$ cat src/hdl/adc_seq_pkg.sv
/*
 * constants, register map and state type of the conversion sequencer.
 * assumes a 32-bit apb slave with byte addresses on an 8-bit offset.
 */
package adc_seq_pkg;
   // ************************************************
   // sizes
   // ************************************************
   localparam int NUM_SLOTS = 8;
   localparam int SLOT_W    = 3;
   localparam int NUM_PPB   = 4;
   localparam int NUM_LINES = 4;
   localparam int ADDR_W    = 8;
   localparam int CH_W      = 5;
   localparam int ACQ_W     = 9;
   localparam int CFG_W     = 18;
   localparam int DLY_W     = 16;

   // ************************************************
   // register offsets
   // ************************************************
   localparam logic [7:0] CTRL_OFS   = 8'h00;
   localparam logic [7:0] FORCE_OFS  = 8'h04;
   localparam logic [7:0] PEND_OFS   = 8'h08;
   localparam logic [7:0] IRQSEL_OFS = 8'h0c;
   localparam logic [7:0] FLAG_OFS   = 8'h10;
   localparam logic [7:0] MASK_OFS   = 8'h14;
   localparam logic [1:0] SLOT_REGION = 2'b01;
   localparam logic [1:0] RES_REGION  = 2'b10;
   localparam logic [1:0] PPB_REGION  = 2'b11;

   // ************************************************
   // control fields
   // ************************************************
   localparam int CTRL_EN_BIT    = 0;
   localparam int CTRL_EARLY_BIT = 1;
   localparam int CTRL_RES16_BIT = 2;
   localparam int CTRL_HP_LSB    = 4;
   localparam int CTRL_BURST_BIT = 8;
   localparam int CTRL_BSIZE_LSB = 9;
   localparam int CTRL_BTRIG_LSB = 12;
   localparam int CFG_CH_LSB     = 4;
   localparam int CFG_ACQ_LSB    = 9;
   localparam int PPB_TRIP_BIT   = 3;
   localparam int PPB_IRQ_BIT    = 4;

   // ************************************************
   // trigger source codes
   // ************************************************
   localparam logic [3:0] TRIG_SW_ONLY = 4'h0;
   localparam int         TRIG_TMR_LSB = 1;
   localparam int         TRIG_PWM_LSB = 4;
   localparam int         TRIG_EXT     = 12;
   localparam int         TRIG_LINE1   = 13;
   localparam int         TRIG_LINE2   = 14;

   // ************************************************
   // reset values
   // ************************************************
   localparam logic [31:0] CTRL_RST = 32'h0000_0000;
   localparam logic [7:0]  MASK_RST = 8'h00;
   localparam logic [2:0]  RR_PTR_RST = 3'h7; // parked on the last slot so slot_zero goes first

   typedef enum logic [1:0] {ST_IDLE, ST_ACQ, ST_CONV, ST_WRITE} conv_state_t;
endpackage : adc_seq_pkg

$ cat src/hdl/adc_conversion_sequencer.sv
/*
 * conversion slots, trigger arbitration, interrupt lines and four
 * post-processing units of a successive-approximation converter.
 * assumes the sar core shares pclk and answers conv_start with one conv_done.
 */
// The placing of the registers and register access over APB were decided locally.
`timescale 1ns/1ps
module adc_conversion_sequencer (
   // clock and reset
   input  wire logic                          pclk,
   input  wire logic                          presetn,
   // apb slave
   input  wire logic                          psel,
   input  wire logic                          penable,
   input  wire logic                          pwrite,
   input  wire logic [adc_seq_pkg::ADDR_W-1:0] paddr,
   input  wire logic [31:0]                   pwdata,
   output logic      [31:0]                   prdata,
   output logic                               pready,
   output logic                               pslverr,
   // trigger sources
   input  wire logic [2:0]                    timer_trig,
   input  wire logic [7:0]                    pwm_trig,
   input  wire logic                          ext_trig_pin,
   // sar core
   output logic                               sample_hold,
   output logic                               conv_start,
   output logic      [adc_seq_pkg::CH_W-1:0]  conv_channel,
   output logic                               conv_diff,
   input  wire logic                          conv_done,
   input  wire logic [15:0]                   conv_data,
   // events
   output logic      [3:0]                    adc_irq_lines,
   output logic                               irq,
   output logic      [3:0]                    pwm_trip
);
   import adc_seq_pkg::*;
   // ************************************************
   // registers and state
   // ************************************************
   conv_state_t              state;
   logic [31:0]              ctrl;
   logic [15:0]              irq_sel;
   logic [7:0]               flag;
   logic [7:0]               mask;
   logic [NUM_SLOTS-1:0]     pending;
   logic [CFG_W-1:0]         slot_cfg [NUM_SLOTS];
   logic [15:0]              result   [NUM_SLOTS];
   logic [DLY_W-1:0]         dly      [NUM_SLOTS];
   logic [SLOT_W-1:0]        cur_slot;
   logic [SLOT_W-1:0]        rr_ptr;
   logic [ACQ_W-1:0]         acq_cnt;
   logic [DLY_W-1:0]         cur_dly;
   logic [15:0]              conv_word;
   logic                     ext_meta;
   logic                     ext_sync;
   logic                     ext_prev;
   logic [31:0]              ppb_cfg  [NUM_PPB];
   logic [31:0]              ppb_ref  [NUM_PPB];
   logic [31:0]              ppb_lim  [NUM_PPB];
   logic [15:0]              ppb_out  [NUM_PPB];
   logic [DLY_W-1:0]         ppb_dly  [NUM_PPB];
   logic [NUM_PPB-1:0]       ppb_evt;
   // ************************************************
   // apb decode
   // ************************************************
   wire                      wr_en     = psel && penable && pwrite;
   wire                      setup     = psel && !penable;
   wire [1:0]                region    = paddr[7:6];
   wire [SLOT_W-1:0]         slot_idx  = paddr[4:2];
   wire [1:0]                ppb_idx   = paddr[5:4];
   wire [1:0]                ppb_reg   = paddr[3:2];
   wire                      in_slot   = region == SLOT_REGION && !paddr[5];
   wire                      in_res    = region == RES_REGION && !paddr[5];
   wire                      in_ppb    = region == PPB_REGION;
   wire                      in_low    = region == 2'b00 && paddr <= MASK_OFS && paddr[1:0] == 2'b00;
   wire                      mapped    = (in_low || in_slot || in_res || in_ppb) && paddr[1:0] == 2'b00;
   wire [31:0]               ppb_word  = ppb_reg == 2'd0 ? ppb_cfg[ppb_idx] :
                                         ppb_reg == 2'd1 ? ppb_ref[ppb_idx] :
                                         ppb_reg == 2'd2 ? ppb_lim[ppb_idx] :
                                         {ppb_dly[ppb_idx], ppb_out[ppb_idx]};
   wire [31:0]               rd_mux    = paddr == CTRL_OFS   ? ctrl :
                                         paddr == PEND_OFS   ? {24'h0, pending} :
                                         paddr == IRQSEL_OFS ? {16'h0, irq_sel} :
                                         paddr == FLAG_OFS   ? {24'h0, flag} :
                                         paddr == MASK_OFS   ? {24'h0, mask} :
                                         in_slot ? {14'h0, slot_cfg[slot_idx]} :
                                         in_res  ? {16'h0, result[slot_idx]} :
                                         in_ppb  ? ppb_word : 32'h0;
   // zero-wait slave: read data is latched in the setup cycle
   assign pready  = 1'b1;
   assign pslverr = psel && penable && !mapped;
   always_ff @(posedge pclk or negedge presetn) begin
      if (!presetn) begin
         prdata <= 32'h0;
      end else if (setup) begin
         prdata <= mapped ? rd_mux : 32'h0;
      end
   end
   // ************************************************
   // control fields
   // ************************************************
   wire                      enable    = ctrl[CTRL_EN_BIT];
   wire                      eoc_early = ctrl[CTRL_EARLY_BIT];
   wire                      res16     = ctrl[CTRL_RES16_BIT];
   wire [3:0]                hp_count  = ctrl[CTRL_HP_LSB +: 4];
   wire                      burst_en  = ctrl[CTRL_BURST_BIT];
   wire [2:0]                burst_sz  = ctrl[CTRL_BSIZE_LSB +: 3];
   wire [3:0]                burst_src = ctrl[CTRL_BTRIG_LSB +: 4];
   // ************************************************
   // trigger events
   // ************************************************
   logic [NUM_LINES-1:0]     line_set;
   logic                     eoc;
   wire                      ext_rise  = ext_sync && !ext_prev;
   wire [15:0]               trig_evt  = {1'b0, line_set[1], line_set[0], ext_rise,
                                          pwm_trig, timer_trig, 1'b0};
   wire                      force_wr  = wr_en && paddr == FORCE_OFS;
   always_ff @(posedge pclk or negedge presetn) begin
      if (!presetn) begin
         ext_meta <= 1'b0;
         ext_sync <= 1'b0;
         ext_prev <= 1'b0;
      end else begin
         ext_meta <= ext_trig_pin;
         ext_sync <= ext_meta;
         ext_prev <= ext_sync;
      end
   end
   // ************************************************
   // slot triggering and burst
   // ************************************************
   logic [NUM_SLOTS-1:0]     trig_set;
   logic [NUM_SLOTS-1:0]     burst_set;
   logic [NUM_SLOTS-1:0]     hp_mask;
   wire                      burst_hit = burst_en && trig_evt[burst_src];
   always_comb begin
      logic [SLOT_W-1:0] b_idx;
      b_idx     = '0;
      burst_set = '0;
      for (int k = 1; k <= NUM_SLOTS; k++) begin
         b_idx = rr_ptr + k[SLOT_W-1:0];
         if (burst_hit && k <= int'(burst_sz) + 1 && !hp_mask[b_idx]) begin
            burst_set[b_idx] = 1'b1;
         end
      end
   end

   genvar gi;
   generate
      for (gi = 0; gi < NUM_SLOTS; gi++) begin : g_slot
         wire [3:0] src = slot_cfg[gi][3:0];
         assign hp_mask[gi]  = gi < int'(hp_count);
         // in burst mode only high priority slots keep their own trigger
         assign trig_set[gi] = src != TRIG_SW_ONLY && trig_evt[src]
                               && (!burst_en || hp_mask[gi]);

         always_ff @(posedge pclk or negedge presetn) begin
            if (!presetn) begin
               slot_cfg[gi] <= '0;
            end else if (wr_en && in_slot && slot_idx == gi) begin
               slot_cfg[gi] <= pwdata[CFG_W-1:0];
            end
         end
         // counts while the slot is pending, holding at all ones; clears only in a cycle where the slot is not pending
         always_ff @(posedge pclk or negedge presetn) begin
            if (!presetn) begin
               dly[gi] <= '0;
            end else if (!pending[gi]) begin
               dly[gi] <= '0;
            end else if (dly[gi] != '1) begin
               dly[gi] <= dly[gi] + 16'h1;
            end
         end
      end
   endgenerate
   // ************************************************
   // arbitration
   // ************************************************
   logic [SLOT_W-1:0]        pick;
   logic                     hp_hit;
   wire [SLOT_W-1:0]         next_rr = rr_ptr + 3'h1;
   wire                      go      = state == ST_IDLE && enable && |pending;
   always_comb begin
      logic [SLOT_W-1:0] idx;
      idx    = '0;
      pick   = '0;
      hp_hit = 1'b0;
      for (int i = NUM_SLOTS - 1; i >= 0; i--) begin
         if (pending[i] && hp_mask[i]) begin
            pick   = i[SLOT_W-1:0];
            hp_hit = 1'b1;
         end
      end
      if (!hp_hit) begin
         // nearest pending slot after the pointer, wrapping round
         for (int k = NUM_SLOTS; k >= 1; k--) begin
            idx = rr_ptr + k[SLOT_W-1:0];
            if (pending[idx]) begin
               pick = idx;
            end
         end
      end
   end
   wire [NUM_SLOTS-1:0]      start_clr = go ? NUM_SLOTS'(1) << pick : '0;
   // ************************************************
   // conversion sequence
   // ************************************************
   assign sample_hold = state == ST_ACQ;
   assign conv_diff   = res16;
   assign eoc = eoc_early ? (state == ST_ACQ && acq_cnt == '0)
                          : (state == ST_CONV && conv_done);
   always_ff @(posedge pclk or negedge presetn) begin
      if (!presetn) begin
         pending <= '0;
      end else begin
         // a trigger arriving as the slot starts is kept for a second pass
         pending <= (pending & ~start_clr) | trig_set | burst_set
                    | (force_wr ? pwdata[NUM_SLOTS-1:0] : '0);
      end
   end

   always_ff @(posedge pclk or negedge presetn) begin
      if (!presetn) begin
         state        <= ST_IDLE;
         cur_slot     <= '0;
         rr_ptr       <= RR_PTR_RST;
         acq_cnt      <= '0;
         cur_dly      <= '0;
         conv_start   <= 1'b0;
         conv_channel <= '0;
         conv_word    <= '0;
      end else begin
         conv_start <= 1'b0;
         case (state)
            ST_IDLE: begin
               if (go) begin
                  state        <= ST_ACQ;
                  cur_slot     <= pick;
                  conv_channel <= slot_cfg[pick][CFG_CH_LSB +: CH_W];
                  acq_cnt      <= slot_cfg[pick][CFG_ACQ_LSB +: ACQ_W];
                  cur_dly      <= dly[pick];
                  if (!hp_hit) begin
                     rr_ptr <= pick;
                  end
               end
            end
            ST_ACQ: begin
               if (acq_cnt == '0) begin
                  state      <= ST_CONV;
                  conv_start <= 1'b1;
               end else begin
                  acq_cnt <= acq_cnt - 9'h1;
               end
            end
            ST_CONV: begin
               if (conv_done) begin
                  state     <= ST_WRITE;
                  conv_word <= res16 ? conv_data : {4'h0, conv_data[11:0]};
               end
            end
            default: begin
               state <= ST_IDLE;
            end
         endcase
      end
   end

   generate
      for (gi = 0; gi < NUM_SLOTS; gi++) begin : g_res
         always_ff @(posedge pclk or negedge presetn) begin
            if (!presetn) begin
               result[gi] <= '0;
            end else if (state == ST_WRITE && cur_slot == gi) begin
               result[gi] <= conv_word;
            end
         end
      end
   endgenerate
   // ************************************************
   // post-processing units
   // ************************************************
   generate
      for (gi = 0; gi < NUM_PPB; gi++) begin : g_ppb
         wire               sel_wr = wr_en && in_ppb && ppb_idx == gi;
         wire               hit    = state == ST_WRITE && cur_slot == ppb_cfg[gi][SLOT_W-1:0];
         wire signed [15:0] corr   = conv_word - ppb_ref[gi][15:0];
         wire signed [15:0] err    = corr - ppb_ref[gi][31:16];
         wire signed [15:0] lo     = ppb_lim[gi][15:0];
         wire signed [15:0] hi     = ppb_lim[gi][31:16];
         logic              prev_sign;
         logic              have_prev;
         wire               trip   = hit && (err > hi || err < lo
                                     || (have_prev && prev_sign != err[15]));
         assign ppb_evt[gi] = trip && ppb_cfg[gi][PPB_IRQ_BIT];

         always_ff @(posedge pclk or negedge presetn) begin
            if (!presetn) begin
               ppb_cfg[gi]  <= '0;
               ppb_ref[gi]  <= '0;
               ppb_lim[gi]  <= '0;
               ppb_out[gi]  <= '0;
               ppb_dly[gi]  <= '0;
               prev_sign    <= 1'b0;
               have_prev    <= 1'b0;
               pwm_trip[gi] <= 1'b0;
            end else begin
               if (sel_wr && ppb_reg == 2'd0) ppb_cfg[gi] <= {27'h0, pwdata[4:0]};
               if (sel_wr && ppb_reg == 2'd1) ppb_ref[gi] <= pwdata;
               if (sel_wr && ppb_reg == 2'd2) ppb_lim[gi] <= pwdata;
               pwm_trip[gi] <= trip && ppb_cfg[gi][PPB_TRIP_BIT];
               if (hit) begin
                  ppb_out[gi] <= err;
                  ppb_dly[gi] <= cur_dly;
                  prev_sign   <= err[15];
                  have_prev   <= 1'b1;
               end
            end
         end
      end
   endgenerate
   // ************************************************
   // interrupts
   // ************************************************
   generate
      for (gi = 0; gi < NUM_LINES; gi++) begin : g_line
         assign line_set[gi] = eoc && irq_sel[4*gi+3]
                               && cur_slot == irq_sel[4*gi +: SLOT_W];
      end
   endgenerate

   wire [7:0] flag_set = {ppb_evt, line_set};
   wire [7:0] flag_clr = wr_en && paddr == FLAG_OFS ? pwdata[7:0] : 8'h0;
   assign adc_irq_lines = flag[3:0] & mask[3:0];
   assign irq           = |(flag & mask);
   always_ff @(posedge pclk or negedge presetn) begin
      if (!presetn) begin
         ctrl    <= CTRL_RST;
         irq_sel <= '0;
         mask    <= MASK_RST;
         flag    <= '0;
      end else begin
         if (wr_en && paddr == CTRL_OFS)   ctrl    <= {16'h0, pwdata[15:0]};
         if (wr_en && paddr == IRQSEL_OFS) irq_sel <= pwdata[15:0];
         if (wr_en && paddr == MASK_OFS)   mask    <= pwdata[7:0];
         flag <= (flag & ~flag_clr) | flag_set; // set wins over clear
      end
   end
endmodule : adc_conversion_sequencer

$ cat config.mk
export PLATFORM = sky130hd
export DESIGN_NAME = adc_conversion_sequencer
export DESIGN_NICKNAME = d
export VERILOG_FILES = /design/src/hdl/adc_seq_pkg.sv /design/src/hdl/adc_conversion_sequencer.sv
export SDC_FILE = /design/constraint.sdc
export NUM_CORES = 2
export LEC_CHECK = 0
export BUFFER_PORTS_ARGS = -buffer_cell sky130_fd_sc_hd__clkbuf_2
export CAP_MARGIN = 20
export CORE_UTILIZATION = 65
export CTS_CLUSTER_SIZE = 40
export DETAILED_ROUTE_END_ITERATION = 8
export PLACE_DENSITY = 0.82
export SYNTH_ARGS = -nofsm -noshare
export SYNTH_HDL_FRONTEND = slang
export SYNTH_SLANG_ARGS = --single-unit
$ cat constraint.sdc
create_clock -name pclk -period 7.5 [get_ports pclk]
set_input_delay 1.5 -clock pclk [delete_from_list [all_inputs] [get_ports pclk]]
set_output_delay 1.5 -clock pclk [all_outputs]
set_load 0.005 [all_outputs]
Word-level counts from Yosys, hierarchy flattened --
Index checks and enable logic that the tools add are counted.
Word-level totals: latch bits 0, memory bits (read-only) 0, bits of input ports 74, word-level logic and storage cells 590, memory bits (writable) 0, memories kept 0, bits in registers 962, output and inout port bits 51
Operators by class: divide/modulo/power cells 0, muxes and demuxes 168, add/sub/neg operators 25, bitwise gates (word level) 21, reduce and logical (&&, ||, !) cells 187, multipliers 0, magnitude comparators 53, eq/ne operators 62, shift operators 1
Operator list (count):
- $mux 32 | 18
- $mux 16 | 25
- $bmux 32 s2 | 3
- $logic_and 1x1->1 | 130
- $add 16x1->16 const B | 8
- $le 4x32->1 const A | 4
- $ne 16x16->1 const B | 8
- $sub 16x16->16 | 8
- $bmux 18 s3 | 2
- $bmux 16 s3 | 2
- $mux 8 | 11
- $or 8x8->8 | 11
- $mux 18 | 4
- $bmux 16 s2 | 2
- $gt 16x16->1 | 4
- $le 3x32->1 const A | 2
- $lt 16x16->1 | 4
- $mux 3 | 17
- $bmux 1 s3 | 16
- $lt 4x5->1 const B | 9
- $mux 1 | 44
- $bmux 1 s4 | 9
- $le 2x32->1 const A | 1
- $lt 3x4->1 const B | 8
- 48 further kinds | 167

Longest topological paths before layout --
depth in word-level cells 27, gate-level depth with buffers 25, gate-level depth less buffers 25

Least setup slack after synthesis --
OpenSTA, ideal clock, no wires.
kind register to register, start point register conv_word[0], end point register flag[6], stages on the path, launching flop included 21, clock period less this slack 4879 ps, required time 7378 ps, setup time 122 ps, setup slack 2621 ps, path buffers 0, data arrival time 4758 ps, cell sequence dfrtp_1 > fa_1 > fa_1 > a21o_1 > a21oi_1 > o21bai_1 > a21oi_1 > o21bai_1 > a21oi_1 > o21bai_1 > a2111oi_0 > or3_1 > xnor2_1 > ha_1 > o21ai_0 > nand2b_1 > a21oi_1 > o21ai_0 > a2111o_1 > a221o_1 > a32o_1
RTL lines:
- from (decl) | line adc_conversion_sequencer.sv:54 | logic [15:0] conv_word;
- from (signal assigned) | line adc_conversion_sequencer.sv:259 | conv_word <= res16 ? conv_data : {4'h0, conv_data[11:0]};
- to (signal assigned) | line adc_conversion_sequencer.sv:346 | flag <= (flag & ~flag_clr) | flag_set;
- to (decl) | line adc_conversion_sequencer.sv:44 | logic [7:0] flag;

==> flow_summary.yaml <==
synth:
  synth-edff-count: 0
  synth_area_leaders: "dfrtp_1 (43%), mux2_2 (12%), mux4_2 (8.1%)"
  syn_nets: 5370
  synth_top_area_frac: 0.4250
  synth_warnings: 0
  synth_top_area_cell: "dfrtp_1"
  async_reset_ff_frac: 1.000
  synth-compound-area-share: 0.09153
  synth_top_family_by_area: "multiplexers"
  synth.area.mux_share: 0.2390
  synthSimpleGateAreaFrac: 0.09783
  yosysSeqAreaShare: 0.4265
  ys_ff_latch: 958
  postSynthCellCount: 5021
  syn_area_per_cell_um2: 11.20
  synth_xor_area_frac: 0.02906
  synth_ff_type: "dfrtp_1"
  netlist-cell-type-count: 100
  synthAdderAreaFrac: 0.06974
  syn_area_um2: 56220
grt:
  grt_usage: 0.3990
  grt-ovfl-total: 0
  antenna_found_initial: 8
  first_global_vias: 42288
  grt_max_degree: 165
  grt_pass1_wl_mm: 260.7
detailed_routing:
  first_pass_iters: 6
  wl_per_cell_um: 27.54
  highest_layer: "met5"
  drt_iter0_drc: 4826
  drt_wl_total_mm: 172.3
  wl_met2_mm: 79.23
  drt-met1-wl_mm: 65.10
  drc: 0
  vias: 42388
  antenna_left: 0
  dr_wl_met3_mm: 17.32
  drt-vias-per-instance: 6.774
place:
  io_buffers: 123
  gp_congestion: 1.013
  hpwlAfterDp_mm: 119.6
  place_inst: 6065
clock_network:
  clock_path_buffers: 3
  clk-insertion-delay-late_ns: 0.70
  path_clk_slew_ns: 0.06
  tritoncts: "built"
  cts-root-buf: "clkbuf_16"
  post_cts_resize_count: 0
  post_cts_buffers: 0
  cts_buffers: 100
  clock_sinks: 958
  cts_hold_buf: 0
  h-tree-depth: 3
pwr:
  vdd_ir_drop_max_mv: 0.2612
  finalPower_uw: 18400
  power_density_nw_per_um2: 300.0
  p_leak_uw: 0.02839
worst_setup_path:
  slowest_stage: "a2111oi_0"
  reg2reg_depth: 20
  cp_max_fo: 13
  reg2reg_to: "flag[6]"
  endpoint: "flag[6]"
  critPathLaunchType: "flip-flop"
  cp-end-kind: "flip-flop"
  crit_path_start: "conv_word[2]"
  crit_family: "compound AO/OA/AOI/OAI gates"
  ff2ff_setup_slack_ns: 1.23
  max_stage_delay_ns: 0.84
  critical_path_class: "reg -> reg"
  crit_path_frequent_cell: "a21oi_1"
  path_buf_inv: 0
  path_depth: 20
  arrival_ns: 6.85
  path_cells: "fa_1 -> ha_1 -> a21o_1 -> a21oi_1 -> o21bai_1 -> a21oi_1 -> o21bai_1 -> a21oi_1 -> o21bai_1 -> a2111oi_0 -> or3_1 -> xnor2_1 -> ha_1 -> o21ai_0 -> nand2b_1 -> a21oi_1 -> o21ai_0 -> a2111o_1 -> a221o_1 -> a32o_1"
  r2r-start: "conv_word[2]"
  required_ns: 8.08
flow_run:
  maxCapViolCount: 0
floorplan:
  die_x_um: 296.1
  pin_count: 125
  fp-row-count: 107
  start_util: 0.6582
  core-area_um2: 85410
  die-height_um: 296.1
  die_area_um2: 87680
timing:
  grt_setup_unrepaired: "false"
  slew_violations: 0
  totalNegativeSetupSlack_ns: 0
  setup_violations: 0
  fmax_mhz: 159.4
  finalCritPeriodShare: 0.8365
  max-slew-margin-rel: 0.2672
  fin_skew_ns: 0.03973
  hold_viol: 0
  min_period_ns: 6.273
  worst_pin_slew_ns: 1.099
min_path:
  hold_path.class: "reg -> reg"
  hp-start: "ext_meta"
final_layout:
  area_growth_pct: 9.113
  drive_above_1_share: 0.2466
  final_cells: 6257
  layout.nets: 5374
run_status:
  outcome: "finished clean"
-- stage by stage --
step | hold WS [ns] | cell area (um2) | setup WS [ns] | utilization
floorplan | 0.3312 | 56220 | 2.621 | -
global placement | 0.3340 | 57600 | 1.438 | 0.6743
detailed placement | 0.3347 | 57640 | 1.364 | 0.6748
CTS | 0.3571 | 61310 | 1.326 | 0.7177
global route | 0.3711 | 61340 | 0.7384 | 0.7181
finish | 0.3560 | 61350 | 1.227 | 0.7182
-- cell type report --
cell class              instances  area, um2
inverters                     322       1209
clock inverters                51      849.6
fillers                      5731      24070
multi-input cells            3452      29770
flip-flops and latches        958      23980
clock buffers                 135       2815
diodes                          4      10.01
repair buffers                191       1286
well taps                    1144       1431
-- synth_stat cells (85+ instances only) --
master and instances:
mux2i_1 155, xnor2_1 117, mux2_2 617, o21ai_0 288
ha_1 215, inv_1 317, nand2_1 537, nand3_1 85
dfrtp_1 955, nor2_1 215, a21oi_1 149, clkbuf_1 174
mux4_2 202
-- per-layer routing --
layer  global-route usage  up-vias
met1               0.5197    21537
met5                    0        -
met2               0.6171     2373
li1                     -    17904
met4               0.2145       10
met3               0.1007      564
-- cells in the final DEF, fill, tap and decap left out, types with 49 or more instances in the layout --
cell type  netlist  final
nand2_1        537    533
buf_4           11     58
xnor2_1        117    117
clkbuf_16        0    101
mux2_2         617    617
xor2_1          65     65
nand4_1         49     49
fa_1            60     60
mux2i_1        155    155
mux4_2         202    202
a21oi_1        149    148
o21ai_0        288    288
nor2_1         215    208
dfrtp_1        955    955
clkbuf_2         0    118
ha_1           215    215
and2_1          67     67
inv_1          317    316
nand3_1         85     84
-- registers in the layout (all words and copies together), names as in the netlist, 32 cells and up --
register    flops
result        128
g_ppb.hi       64
g_slot.src     32
ppb_ref       128
g_ppb.lo       64
dly           128
slot_cfg      112
ppb_out        63
prdata         32
ppb_dly        64
-- kinds of logic (layout without fill, tap and decap cells) --
group           after synthesis  after routing
xor+xnor                    184            184
flops                       958            958
compound gates              795            795
mux                        1003           1003
other cells                   1              5
fa+ha+maj                   278            278
simple gates               1191           1191
buf+inv                     611            699
-- where the power goes --
part | total [uW] | switching (uW) | internal [uW]
registers | 6390 | 665 | 5730
logic | 6460 | 3830 | 2630
clock network | 5550 | 2220 | 3340
total | 18400 | 6710 | 11700
-- how the worst min path moves through the flow --
stage,cells past startpoint,end
global route,0,ext_sync
CTS,0,ext_sync
detailed placement,0,ext_sync
finish,0,ext_sync
global placement,0,ext_sync
floorplan,0,ext_sync
Note: power is estimated with default switching activity, not from simulation.
